<file path="config.mk">
export PLATFORM = sky130hd
export DESIGN_NAME = ddr_cmd_dev
export DESIGN_NICKNAME = d
export VERILOG_FILES = /design/src/shared/ddr_cmd_pkg.sv /design/src/hdl/ddr_cmd_dev.sv
export SDC_FILE = /design/constraint.sdc
export NUM_CORES = 1
export LEC_CHECK = 0
export BUFFER_PORTS_ARGS = -buffer_cell sky130_fd_sc_hd__buf_2
export CAP_MARGIN = 20
export CORE_UTILIZATION = 47
export CTS_CLUSTER_SIZE = 10
export DETAILED_ROUTE_END_ITERATION = 8
export PLACE_DENSITY = 0.81
export SYNTH_ARGS = -nofsm -noshare
export SYNTH_HDL_FRONTEND = slang
export SYNTH_SLANG_ARGS = --single-unit
export TNS_END_PERCENT = 30
</file>
<file path="constraint.sdc">
create_clock -name core_clk -period 1.7 [get_ports core_clk]
set_clock_uncertainty 0.05 [all_clocks]
set_input_delay 0.17 -clock core_clk [delete_from_list [all_inputs] [get_ports core_clk]]
set_output_delay 0.17 -clock core_clk [all_outputs]
set_load 0.01 [all_outputs]
</file>
<file path="src/shared/ddr_cmd_pkg.sv">
package ddr_cmd_pkg;
   // Widths of the module's command and data paths
   localparam int ROW_W = 13;
   localparam int COL_W = 10;
   localparam int BANKS = 4;
   localparam int BA_W = 2;
   localparam int DQ_W = 72;
   localparam int LANES = 9;
   // Address line that selects all banks or auto-precharge
   localparam int AP_BIT = 10;
   // Command codes as {ras_n, cas_n, we_n}
   localparam logic [2:0] CMD_MRS = 3'h0;
   localparam logic [2:0] CMD_REF = 3'h1;
   localparam logic [2:0] CMD_PRE = 3'h2;
   localparam logic [2:0] CMD_ACT = 3'h3;
   localparam logic [2:0] CMD_WRITE = 3'h4;
   localparam logic [2:0] CMD_READ = 3'h5;
   localparam logic [2:0] CMD_NOP = 3'h7;
   // Burst beats, one beat per clock in this model
   localparam logic [2:0] BURST_BEATS = 3'h4;
   // Cycles after a write command that strobe edges are accepted
   localparam logic [2:0] WR_WIN_CYC = 3'h7;
   // Reset values
   localparam logic [BANKS-1:0] BANK_OPEN_RST = 4'h0;
   localparam logic [ROW_W-1:0] ROW_RST = 13'h0000;
   // Power state of the module
   typedef enum logic [1:0] {PWR_ACTIVE, PWR_DOWN, PWR_SELF} pwr_e;
endpackage

</file>
<file path="src/hdl/ddr_cmd_dev.sv">
// Operation
// - Command inputs sampled on rising clock
// - Write data captured on strobe edges
// - Chip select high ignores commands only
// - Activate takes thirteen-bit row address
// - Read or write takes ten-bit start column
// - Precharge closes all or selected bank
// - Line ten selects auto-precharge on access
// - Two bank inputs decode to four banks
// - Clock enable low enters low power states
// - Module drives strobe during reads only
// - Masked write bytes reach wr_data with lane enable low
module ddr_cmd_dev (
   input wire logic core_clk,
   input wire logic rst_n,
   input wire logic cs_n,
   input wire logic ras_n,
   input wire logic cas_n,
   input wire logic we_n,
   input wire logic cke,
   input wire logic [ddr_cmd_pkg::ROW_W-1:0] addr,
   input wire logic [ddr_cmd_pkg::BA_W-1:0] ba,
   input wire logic [ddr_cmd_pkg::DQ_W-1:0] dq_i,
   output logic [ddr_cmd_pkg::DQ_W-1:0] dq_o,
   output logic dq_oe,
   input wire logic [ddr_cmd_pkg::LANES-1:0] dm,
   input wire logic dqs_i,
   output logic dqs_o,
   output logic dqs_oe,
   input wire logic [ddr_cmd_pkg::DQ_W-1:0] rd_data,
   output logic [ddr_cmd_pkg::BANKS-1:0] bank_open,
   output logic [ddr_cmd_pkg::BA_W-1:0] burst_bank,
   output logic [ddr_cmd_pkg::ROW_W-1:0] burst_row,
   output logic [ddr_cmd_pkg::COL_W-1:0] column_address_bits,
   output logic auto_precharge_select,
   output logic act_pulse,
   output logic rd_pulse,
   output logic wr_pulse,
   output logic ref_pulse,
   output logic power_down,
   output logic self_refresh,
   output logic [ddr_cmd_pkg::DQ_W-1:0] wr_data,
   output logic [ddr_cmd_pkg::LANES-1:0] wr_lane_en,
   output logic wr_valid
);
   import ddr_cmd_pkg::*;

   // Command state
   pwr_e pwr_r, pwr_nxt;
   logic [BANKS-1:0] bank_open_r, bank_open_nxt;
   logic [ROW_W-1:0] row_r [BANKS]; // Open row per bank
   logic [ROW_W-1:0] row_nxt [BANKS];
   logic [BA_W-1:0] bank_r, bank_nxt;
   logic [ROW_W-1:0] burst_row_r, burst_row_nxt;
   logic [COL_W-1:0] col_r, col_nxt;
   logic ap_r, ap_nxt;
   logic [2:0] ap_cnt_r, ap_cnt_nxt; // Beats left before auto close
   logic act_r, act_nxt, rd_r, rd_nxt, wr_r, wr_nxt, ref_r, ref_nxt;
   logic [2:0] cmd; // Live {ras_n, cas_n, we_n}
   logic cmd_live; // Command accepted this edge

   assign cmd = {ras_n, cas_n, we_n};
   assign cmd_live = (pwr_r == PWR_ACTIVE) && cke && !cs_n;

   // Command decode; all inputs taken on the rising clock
   always_comb begin
      pwr_nxt = pwr_r;
      bank_open_nxt = bank_open_r;
      row_nxt = row_r;
      bank_nxt = bank_r;
      burst_row_nxt = burst_row_r;
      col_nxt = col_r;
      ap_nxt = ap_r;
      ap_cnt_nxt = ap_cnt_r;
      act_nxt = 1'b0;
      rd_nxt = 1'b0;
      wr_nxt = 1'b0;
      ref_nxt = 1'b0;
      // Auto-precharge closes the bank once the burst has run out
      if (ap_cnt_r != 3'h0) begin
         ap_cnt_nxt = ap_cnt_r - 3'h1;
         if (ap_cnt_r == 3'h1) begin
            bank_open_nxt[bank_r] = 1'b0;
         end
      end
      case (pwr_r)
         PWR_ACTIVE: begin
            if (!cke) begin
               // Refresh with clock enable low means self refresh
               if (!cs_n && cmd == CMD_REF) begin
                  pwr_nxt = PWR_SELF;
               end else begin
                  pwr_nxt = PWR_DOWN;
               end
            end else if (!cs_n) begin
               // Bank index: ba[0] is the low bit
               if (cmd == CMD_ACT) begin
                  bank_open_nxt[ba] = 1'b1;
                  row_nxt[ba] = addr;
                  act_nxt = 1'b1;
               end else if (cmd == CMD_READ || cmd == CMD_WRITE) begin
                  bank_nxt = ba;
                  burst_row_nxt = row_r[ba];
                  col_nxt = addr[COL_W-1:0];
                  ap_nxt = addr[AP_BIT];
                  ap_cnt_nxt = addr[AP_BIT] ? BURST_BEATS : 3'h0;
                  rd_nxt = (cmd == CMD_READ);
                  wr_nxt = (cmd == CMD_WRITE);
               end else if (cmd == CMD_PRE) begin
                  if (addr[AP_BIT]) begin
                     bank_open_nxt = BANK_OPEN_RST;
                  end else begin
                     bank_open_nxt[ba] = 1'b0;
                  end
               end else if (cmd == CMD_REF) begin
                  ref_nxt = 1'b1;
               end
            end
         end
         // Exit on the first edge that sees clock enable high
         PWR_DOWN, PWR_SELF: begin
            if (cke) begin
               pwr_nxt = PWR_ACTIVE;
            end
         end
         default: pwr_nxt = PWR_ACTIVE;
      endcase
   end

   // Command registers
   always_ff @(posedge core_clk or negedge rst_n) begin
      if (!rst_n) begin
         pwr_r <= PWR_ACTIVE;
         bank_open_r <= BANK_OPEN_RST;
         for (int i = 0; i < BANKS; i++) begin
            row_r[i] <= ROW_RST;
         end
         bank_r <= 2'h0;
         burst_row_r <= ROW_RST;
         col_r <= 10'h000;
         ap_r <= 1'b0;
         ap_cnt_r <= 3'h0;
         act_r <= 1'b0;
         rd_r <= 1'b0;
         wr_r <= 1'b0;
         ref_r <= 1'b0;
      end else begin
         pwr_r <= pwr_nxt;
         bank_open_r <= bank_open_nxt;
         row_r <= row_nxt;
         bank_r <= bank_nxt;
         burst_row_r <= burst_row_nxt;
         col_r <= col_nxt;
         ap_r <= ap_nxt;
         ap_cnt_r <= ap_cnt_nxt;
         act_r <= act_nxt;
         rd_r <= rd_nxt;
         wr_r <= wr_nxt;
         ref_r <= ref_nxt;
      end
   end

   // Write capture state; strobe is asynchronous, so it is synchronised
   // and data is delayed by the same two stages to stay aligned
   logic dqs_s1_r, dqs_s2_r, dqs_s3_r;
   logic [DQ_W-1:0] dq_s1_r, dq_s2_r;
   logic [LANES-1:0] dm_s1_r, dm_s2_r;
   logic [2:0] win_r, win_nxt; // Strobe acceptance window
   logic [DQ_W-1:0] wdat_r, wdat_nxt;
   logic [LANES-1:0] wen_r, wen_nxt;
   logic wval_r, wval_nxt;

   // Each strobe edge inside the window stores one beat
   always_comb begin
      win_nxt = (win_r != 3'h0) ? win_r - 3'h1 : 3'h0;
      wdat_nxt = wdat_r;
      wen_nxt = wen_r;
      wval_nxt = 1'b0;
      if (wr_r) begin
         win_nxt = WR_WIN_CYC;
      end
      if (win_r != 3'h0 && dqs_s2_r != dqs_s3_r) begin
         wdat_nxt = dq_s2_r;
         wen_nxt = ~dm_s2_r;
         wval_nxt = 1'b1;
      end
   end

   // Write capture registers
   always_ff @(posedge core_clk or negedge rst_n) begin
      if (!rst_n) begin
         dqs_s1_r <= 1'b0;
         dqs_s2_r <= 1'b0;
         dqs_s3_r <= 1'b0;
         dq_s1_r <= '0;
         dq_s2_r <= '0;
         dm_s1_r <= '0;
         dm_s2_r <= '0;
         win_r <= 3'h0;
         wdat_r <= '0;
         wen_r <= '0;
         wval_r <= 1'b0;
      end else begin
         dqs_s1_r <= dqs_i;
         dqs_s2_r <= dqs_s1_r;
         dqs_s3_r <= dqs_s2_r;
         dq_s1_r <= dq_i;
         dq_s2_r <= dq_s1_r;
         dm_s1_r <= dm;
         dm_s2_r <= dm_s1_r;
         win_r <= win_nxt;
         wdat_r <= wdat_nxt;
         wen_r <= wen_nxt;
         wval_r <= wval_nxt;
      end
   end

   // Read strobe state
   logic [2:0] rcnt_r, rcnt_nxt; // Beats left in the read burst
   logic dqs_o_r, dqs_o_nxt;
   logic [DQ_W-1:0] dq_o_r, dq_o_nxt;

   // Module drives the strobe only while a read burst runs
   always_comb begin
      rcnt_nxt = (rcnt_r != 3'h0) ? rcnt_r - 3'h1 : 3'h0;
      dqs_o_nxt = (rcnt_r != 3'h0) ? ~dqs_o_r : 1'b0;
      dq_o_nxt = dq_o_r;
      if (rd_r) begin
         rcnt_nxt = BURST_BEATS;
         dqs_o_nxt = 1'b0;
      end
      // Load from the read command on, so the first beat is valid
      if (rd_r || rcnt_r != 3'h0) begin
         dq_o_nxt = rd_data;
      end
   end

   // Read registers
   always_ff @(posedge core_clk or negedge rst_n) begin
      if (!rst_n) begin
         rcnt_r <= 3'h0;
         dqs_o_r <= 1'b0;
         dq_o_r <= '0;
      end else begin
         rcnt_r <= rcnt_nxt;
         dqs_o_r <= dqs_o_nxt;
         dq_o_r <= dq_o_nxt;
      end
   end

   // Outputs
   assign dqs_oe = (rcnt_r != 3'h0);
   assign dq_oe = dqs_oe;
   assign dqs_o = dqs_o_r;
   assign dq_o = dq_o_r;
   assign bank_open = bank_open_r;
   assign burst_bank = bank_r;
   assign burst_row = burst_row_r;
   assign column_address_bits = col_r;
   assign auto_precharge_select = ap_r;
   assign act_pulse = act_r;
   assign rd_pulse = rd_r;
   assign wr_pulse = wr_r;
   assign ref_pulse = ref_r;
   assign power_down = (pwr_r == PWR_DOWN);
   assign self_refresh = (pwr_r == PWR_SELF);
   assign wr_data = wdat_r;
   assign wr_lane_en = wen_r;
   assign wr_valid = wval_r;
endmodule

</file>
# After elaboration in Yosys (flattened, before gate mapping)
# Index checks and enable logic that the tools add are counted.
[totals]
ram_bits = 0
wordCells = 133
in_bits = 176
mem_bits_ro = 0
out_inout_bits = 193
latch_bits = 0
n_memories = 0
register_bits = 417
[op_classes]
magnitude_cmp = 6
mux = 58
n_eq_ne = 11
mul = 0
n_shift = 0
addsub = 3
n_div = 0
n_reduce_logical = 16
bitwise = 10
[op_table]
columns = ["op", "count"]
rows = [
  ["bitwise mux 52 bit", 1],
  ["2-to-1 mux 13 bit", 3],
  ["2-to-1 mux 4 bit", 9],
  ["2-to-1 mux 3 bit", 11],
  ["binary-select mux 13 bit (select 2 bit)", 1],
  ["demux 13 bit (select 2 bit)", 1],
  ["2-to-1 mux 1 bit", 26],
  ["inverter 9 bit", 1],
  ["nonzero test 3 bit", 3],
  ["subtractor 3 x 1 -> 3 bit, second input constant", 3],
  ["AND 4 bit", 2],
  ["inverter 4 bit", 2],
  ["equality test 3 x 1 -> 1 bit, second input constant", 2],
  ["equality test 3 x 2 -> 1 bit, second input constant", 2],
  ["equality test 3 bit, second input constant", 2],
  ["less-than comparator 2 x 3 -> 1 bit, second input constant", 2],
  ["2-to-1 mux 2 bit", 3],
  ["logical AND 1 bit", 5],
  ["AND reduction 5 bit", 1],
  ["demux 1 bit (select 2 bit)", 2],
  [">= comparator 2 x 1 -> 1 bit, second input constant", 2],
  ["!= test 2 bit, second input constant", 2],
  ["bitwise OR 4 bit", 1],
  ["case mux 2 bit (2 select lines)", 1],
  ["13 further kinds", 16],
]

# Longest topological paths before layout
# Gate-level depths: netlist of the first run.
[logic_depth]
depth_word = 16
ltp_mapped = 6
depth_no_buf = 6

# Least setup slack after synthesis of the first run
# OpenSTA, ideal clock, no wires.
[synth_path]
path_type = "register to register"
from = "register pwr_r[0]"
to = "register row_r[16] (netlist name)"
synth_period_minus_slack_ps = 1922
path_slack_ps = -222
setup_ps = 125
path_stages_with_launch = 7
arrival_ps = 1747
cell_sequence = "dfrtp_1 > inv_1 > ha_1 > nand3b_4 > nor4_4 > buf_6 > mux2_2"
[synth_between]
elab_chain_len = 2
[synth_rtl]
columns = ["item", "line_no", "source"]
rows = [
  ["start: declaration", "ddr_cmd_dev.sv:49", "pwr_e pwr_r, pwr_nxt;"],
  ["start signal: assignment", "ddr_cmd_dev.sv:148", "pwr_r <= pwr_nxt;"],
  ["zero test 2 bit", "ddr_cmd_dev.sv:86", "case (pwr_r)"],
  ["AND reduction 4 bit (no source line)", "n/a", ""],
  ["end signal: assignment", "ddr_cmd_dev.sv:150", "row_r <= row_nxt;"],
  ["end: declaration", "ddr_cmd_dev.sv:51", "logic [ROW_W-1:0] row_r [BANKS];"],
]
# Every way passes these cells.
# A chain may end at the register's enable or synchronous reset.

# Final worst setup path of the first run
[layout_path]
from = "register pwr_r[1]"
to = "register row_r[33] (netlist name)"
# The elaborated chain is that of the path after synthesis.

==> results.txt, run 1 <==
status: complete, but fails checks
failing checks: setup timing
Synth Instances: 787
Synth area leader: dfrtp_1
Max VDD drop: 0.000962 V
clk buf depth: 3
number of synthesized flops with an enable pin: 0
DR WL/cell: 20.4 microns
Worst-path clk slew: 0.05 ns
FP Rows: 63
critical path peak fanout: 12
Unique masters post-synth: 43
CP Buf/Inv Count: 3
RR Endpoint: row_r[33]$_DFFE_PN0P_
Ports: 369
later-pin clock latency in the skew report: 0.54 ns
Synth Net Count: 974
kind of start point of the critical path: flip-flop
Worst EP required: 2.07 ns
Worst Setup Path Type: reg2reg
fin crit share: 1.07
gpl congestion: 0.801
crit path capture type: flip-flop
hold path startpoint: we_n
die area: 31000 sq um
initial antenna violation count: 0
total inserted antenna cells: 0
Ys Warns: 0
TritonCTS clock tree: yes
top-count cell post-synth: dfrtp_1
synth top area cells: dfrtp_1 73%, mux2_2 17%, mux4_1 2.4%
die height: 176 microns
DRT iter0 DRCs: 499
worst slew pin tran: 0.548 ns
share of cells above drive strength 1: 0.508
clk root buf: clkbuf_16
post-synth top area share: 0.732
Die Width: 176 microns
synth-to-layout area growth: 43.2%
Mean Syn Cell Area: 18.1 sq um
Critical Path AT: 2.19 ns
routed wire length: 36500 microns
unrepaired setup endpoints after global routing: true
nets: 1585
total grt overflow: 0
delay-heaviest family, CP: buffers and inverters
Slew Limit Fails: 0
CP cell instances: inv_2 -> ha_4 -> nand3b_4 -> buf_12 -> nor3b_4 -> buf_12 -> mux2_2
top_reg_cell synth: dfrtp_1
crit-path most repeated cell: buf_12
power per cell area: 1590 nW/um^2
post-DP HPWL: 21100 microns
clock net sink count: 417
FF+latch count, synth: 417
Worst Hold Class: in2reg
CTS Buf Count: 47
Tmin final: 1.81 ns
f_max: 0.552 GHz
via count: 9095
Post-Syn Area: 14200 sq um
CP peak stage delay: 0.40 ns
Max Cap Viol: 0
WHS Endpoint: act_pulse$_DFF_PN0_
Worst Reg-to-Reg Cells: 7
Synth async-reset ratio: 1.00
hold path depth: 3
worst rel slew slack: 0.634
IO Port Bufs: 368
# DRC: 0
final setup margin: -0.112 ns
first-pass GRT wire length: 56100 microns
leakage power: 9.81 nW
Seq/Total Area, Yosys: 0.732
Hold Vio Cnt, Final: 0
H-Tree Level Count: 2
R2R Setup Slk: -0.11 ns
TritonRoute pass-1 iters: 4
largest net degree at the start of global routing: 79
Crit-path slowest cell: dfrtp_1
pre-CTS WS: -0.139 ns
Initial Utilization: 0.479
placed standard-cell area: 17000 sq um
core area: 29700 sq um
RR Startpoint: pwr_r[1]$_DFFE_PN0P_
Routed Antenna Nets: 0
Setup Viol. Count Final: 81
Critical Path Stages: 7
fin area: 20400 sq um
number of vias per cell: 5.08
vias in the first global route: 10200
Tot GR Track Use: 0.234
most instantiated cells after synthesis: 417 x dfrtp_1, 213 x mux2_2, 16 x buf_2
[repair_timing]
item                       in CTS  in global routing
pin swaps                       6                  2
setup buffers                   7                  3
hold buffers                  171                  0
setup endpoints to repair      80                192
gates resized for setup        67                 26
gates cloned                    2                  0
hold endpoints to repair      535                  0
[worst min-delay path: stages]
cell	delay, ns
buf_2	0.13
nand3b_4	0.16
nor2_1	0.09
[cells in the final DEF (no fill, tap or decap), types with 6 or more instances in the layout]
cell / count
inv_1: 10
mux2_2: 140
buf_12: 18
o21ai_0: 10
mux2_1: 10
ha_1: 6
o31ai_1: 9
dfrtp_1: 417
mux2_4: 73
nor2_1: 8
dlygate4sd3_1: 171
clkbuf_16: 48
buf_4: 28
nand2_1: 6
mux4_1: 13
buf_2: 363
buf_6: 9
[per-layer routing]
| metal | vias up | global-route usage | routed length [microns] |
|---|---|---|---|
| met5 | - | 0 | 0 |
| li1 | 3946 | - | - |
| met2 | 346 | 0.417 | 19100 |
| met4 | 0 | 0.0899 | 1310 |
| met3 | 101 | 0.0560 | 2270 |
| met1 | 4702 | 0.272 | 13800 |
[state kept, by name, indices dropped and copies added (netlist names), 4 cells and up]
| register | flops |
|---|---|
| bank_open | 4 |
| column_address_bits | 10 |
| wr_data | 72 |
| row_r | 52 |
| dq_s1_r | 72 |
| dq_o | 72 |
| dq_s2_r | 72 |
| wr_lane_en | 9 |
| burst_row | 13 |
| dm_s2_r | 9 |
| dm_s1_r | 9 |
[worst max-delay path by stage]
stage	start	to
final	pwr_r[1]$_DFFE_PN0P_	row_r[33]$_DFFE_PN0P_
after global routing	pwr_r[1]$_DFFE_PN0P_	row_r[27]$_DFFE_PN0P_
after CTS	pwr_r[1]$_DFFE_PN0P_	row_r[27]$_DFFE_PN0P_
after detailed placement	pwr_r[1]$_DFFE_PN0P_	burst_row[6]$_DFFE_PN0P_
after global placement	pwr_r[1]$_DFFE_PN0P_	row_r[22]$_DFFE_PN0P_
after floorplan	pwr_r[1]$_DFFE_PN0P_	row_r[16]$_DFFE_PN0P_
[where the power goes]
| part | internal, mW | switching (mW) | leakage [nW] |
|---|---|---|---|
| Clock | 5.00 | 3.66 | 0.613 |
| Combinational | 5.18 | 4.59 | 4.15 |
| Sequential | 12.6 | 1.49 | 5.05 |
[through the flow]
stage / setup TNS [ns] / util / total power, mW / instances / hold slack, ns
floorplan: -5.37 / - / 18.8 / 787 / -0.176
global placement: -3.95 / 0.571 / 22.3 / 1556 / 0.0219
detailed placement: -6.53 / 0.571 / 22.8 / 1556 / 0.0270
CTS: -3.09 / 0.682 / 32.2 / 1789 / 0.000916
global route: -10.51 / 0.687 / 34.0 / 1792 / 0.00749
finish: -4.85 / 0.687 / 32.5 / 1792 / 0.0103
[kinds of logic after synthesis]
| group | count (synthesis) | share of synthesized area |
|---|---|---|
| buffers and inverters | 44 | 0.0169 |
| muxes | 236 | 0.200 |
| DFF | 417 | 0.732 |
| adders and majority gates | 11 | 0.00966 |
| xor gates and xnor gates | 2 | 0.00176 |
| AOI/OAI and AO/OA | 35 | 0.0164 |
| and+or+nand+nor | 42 | 0.0225 |
[final cells by class]
cell class	instances	area (sq um)
Sequential cell	417	10400
Multi-Input combinational cell	326	3910
Fill cell	1871	9320
Clock inverter	2	46.3
Tap cell	390	488
Clock buffer	51	1210
Timing Repair Buffer	593	4260
Inverter	13	51.3
Note: power is estimated with default switching activity, not from simulation.
==> run 2, diff against run 1 <==
CORE_UTILIZATION = 46   (was 47)
PLACE_DENSITY = 0.8   (was 0.81)
==> results.txt, run 2 (synthesis gave the netlist of run 1 again) <==
via count: 9091 (was 9095)
WHS Endpoint: act_pulse$_DFF_PN0_ (unchanged)
power per cell area: 1600 nW/um^2 (was 1590 nW/um^2)
non-filler cells, final: 1816 (was 1792)
placed standard-cell area: 17000 sq um (about the same)
RR Endpoint: column_address_bits[5]$_DFFE_PN0P_ (was row_r[33]$_DFFE_PN0P_)
Max VDD drop: 0.000939 V (was 0.000962 V)
vias in the first global route: 10000 (was 10200)
Fin Setup TNS: -8.84 ns (was -4.85 ns)
total grt overflow: 0 (unchanged)
critical path peak fanout: 12 (unchanged)
final hold slack: 0.0295 ns (was 0.0103 ns)
status: complete, but fails checks (unchanged)
Max Cap Viol: 0 (unchanged)
worst slew pin tran: 0.498 ns (was 0.548 ns)
core area: 30500 sq um (was 29700 sq um)
fin crit share: 1.10 (was 1.07)
fin area: 20400 sq um (about the same)
post-DP HPWL: 20900 microns (was 21100 microns)
CTS Buf Count: 48 (was 47)
failing checks: setup timing (unchanged)
crit path capture type: flip-flop (unchanged)
R2R Setup Slk: -0.17 ns (was -0.11 ns)
IO Port Bufs: 368 (unchanged)
H-Tree Level Count: 2 (unchanged)
first-pass GRT wire length: 54500 microns (was 56100 microns)
M3 GR Usage: 0.0456 (was 0.0560)
TritonCTS clock tree: yes (unchanged)
gpl congestion: 0.789 (was 0.801)
met2 global-route usage: 0.388 (was 0.417)
clk root buf: clkbuf_16 (unchanged)
unrepaired setup endpoints after global routing: true (unchanged)
# DRC: 0 (unchanged)
Tot GR Track Use: 0.223 (was 0.234)
met1 Usage GRT: 0.274 (was 0.272)
clk buf depth: 3 (unchanged)
CP peak stage delay: 0.40 ns (about the same)
nets: 1599 (was 1585)
worst rel slew slack: 0.668 (was 0.634)
area of the multi-input gates: 3800 sq um (was 3910 sq um)
Worst Hold Class: in2reg (unchanged)
Worst-path clk slew: 0.06 ns (was 0.05 ns)
FP Rows: 64 (was 63)
Ports: 369 (unchanged)
f_max: 0.534 GHz (was 0.552 GHz)
number of vias per cell: 5.01 (was 5.08)
Crit-path slowest cell: dfrtp_1 (unchanged)
Routed Antenna Nets: 0 (unchanged)
Worst Setup Path Type: reg2reg (unchanged)
leakage power: 9.81 nW (about the same)
DRT iter0 DRCs: 452 (was 499)
Slew Limit Fails: 0 (unchanged)
hold path startpoint: cas_n (was we_n)
Worst EP required: 2.07 ns (about the same)
Hold Vio Cnt, Final: 0 (unchanged)
RR Startpoint: pwr_r[0]$_DFFE_PN0P_ (was pwr_r[1]$_DFFE_PN0P_)
Setup Viol. Count Final: 118 (was 81)
clock net sink count: 417 (unchanged)
Worst Reg-to-Reg Cells: 7 (unchanged)
most common cell after layout, fill and taps aside: dfrtp_1 (unchanged)
Die Width: 178 microns (was 176 microns)
pre-CTS WS: -0.129 ns (was -0.139 ns)
later-pin clock latency in the skew report: 0.54 ns (about the same)
share of cells above drive strength 1: 0.519 (was 0.508)
routed wire length: 35800 microns (was 36500 microns)
Top Usage Layer GRT: met2 (unchanged)
Tmin final: 1.87 ns (was 1.81 ns)
delay-heaviest family, CP: flip-flops (was buffers and inverters)
TritonRoute pass-1 iters: 6 (was 4)
kind of start point of the critical path: flip-flop (unchanged)
Seq. cell area: 10400 sq um (unchanged)
largest net degree at the start of global routing: 65 (was 79)
die area: 31700 sq um (was 31000 sq um)
final setup margin: -0.174 ns (was -0.112 ns)
Fillers: 1976 (was 1871)
CP Buf/Inv Count: 3 (unchanged)
placed insts: 1568 (was 1556)
most frequent cells in the layout: 417 x dfrtp_1, 363 x buf_2, 172 x mux2_2 (was 417 x dfrtp_1, 363 x buf_2, 171 x dlygate4sd3_1)
CP cell instances: inv_2 -> ha_4 -> nand3b_4 -> nor3b_4 -> buf_4 -> buf_12 -> mux2_2 (was inv_2 -> ha_4 -> nand3b_4 -> buf_12 -> nor3b_4 -> buf_12 -> mux2_2)
Critical Path AT: 2.25 ns (was 2.19 ns)
synth-to-layout area growth: 43.1% (was 43.2%)
hold path depth: 3 (unchanged)
DR WL/cell: 19.7 microns (was 20.4 microns)
initial antenna violation count: 1 (was 0)
Initial Utilization: 0.467 (was 0.479)
die height: 178 microns (was 176 microns)
run 2: changes by cell type in the layout (fill, tap and decap cells not counted), moves of 2 or more:
cell	before	now
buf_4	28	44
buf_8	4	1
inv_2	2	4
buf_12	18	13
buf_6	9	12
inv_6	0	2
mux2_2	140	172
mux2_4	73	41
clkbuf_16	48	50
inv_1	10	8
run 2: cell type report:
| class | count | share of cell area |
|---|---|---|
| tap | 396 | 0.0243 |
| timing repair buffer | 606 | 0.212 |
| multi-input combinational | 326 | 0.187 |
| inverter | 13 | 0.00252 |
| clock buffer | 52 | 0.0601 |
| sequential | 417 | 0.512 |
| clock inverter | 5 | 0.00294 |
| antenna | 1 | 0.000123 |
run 2: worst max-delay path by stage:
stage / startpoint / end / slack (ns) / cells past startpoint
floorplan: pwr_r[1]$_DFFE_PN0P_ / row_r[16]$_DFFE_PN0P_ / -0.17 / 6
global placement: pwr_r[1]$_DFFE_PN0P_ / row_r[25]$_DFFE_PN0P_ / -0.09 / 6
detailed placement: pwr_r[1]$_DFFE_PN0P_ / row_r[19]$_DFFE_PN0P_ / -0.13 / 6
CTS: pwr_r[1]$_DFFE_PN0P_ / column_address_bits[6]$_DFFE_PN0P_ / -0.11 / 6
global route: pwr_r[0]$_DFFE_PN0P_ / column_address_bits[6]$_DFFE_PN0P_ / -0.20 / 7
finish: pwr_r[0]$_DFFE_PN0P_ / column_address_bits[5]$_DFFE_PN0P_ / -0.17 / 7
run 2: where the power goes:
part | total, mW | internal, mW | switching [mW]
registers | 14.1 | 12.6 | 1.49
logic | 9.80 | 5.18 | 4.63
clock network | 8.77 | 5.07 | 3.70
total | 32.7 | 22.8 | 9.82
run 2: layer usage:
metal  wire length [microns]  share of wire
met1                   14300           0.40
met2                   18200           0.51
met3                    2170          0.061
met4                    1170          0.033
met5                       0              0
run 2: repair_timing:
action                                  in CTS  in global routing
endpoints found under the hold margin      633                  0
cloned                                       0                  2
hold buffers                               171                  0
pin swaps                                    5                  8
resized for setup                           45                 17
endpoints found under the setup margin     148                191
setup buffers                               12                  6
run 2: stage by stage:
stage          total power [mW]  utilization
5_1_grt                    34.3        0.668
4_1_cts                    32.4        0.664
2_1_floorplan              18.8            -
3_3_place_gp               22.4        0.557
6_report                   32.7        0.668
3_5_place_dp               22.9        0.557
run 2: worst reg2reg max path: stages (launching register included):
cell	delay [ns]
dfrtp_1	0.40
inv_2	0.09
ha_4	0.15
nand3b_4	0.18
nor3b_4	0.23
buf_4	0.16
buf_12	0.15
mux2_2	0.35
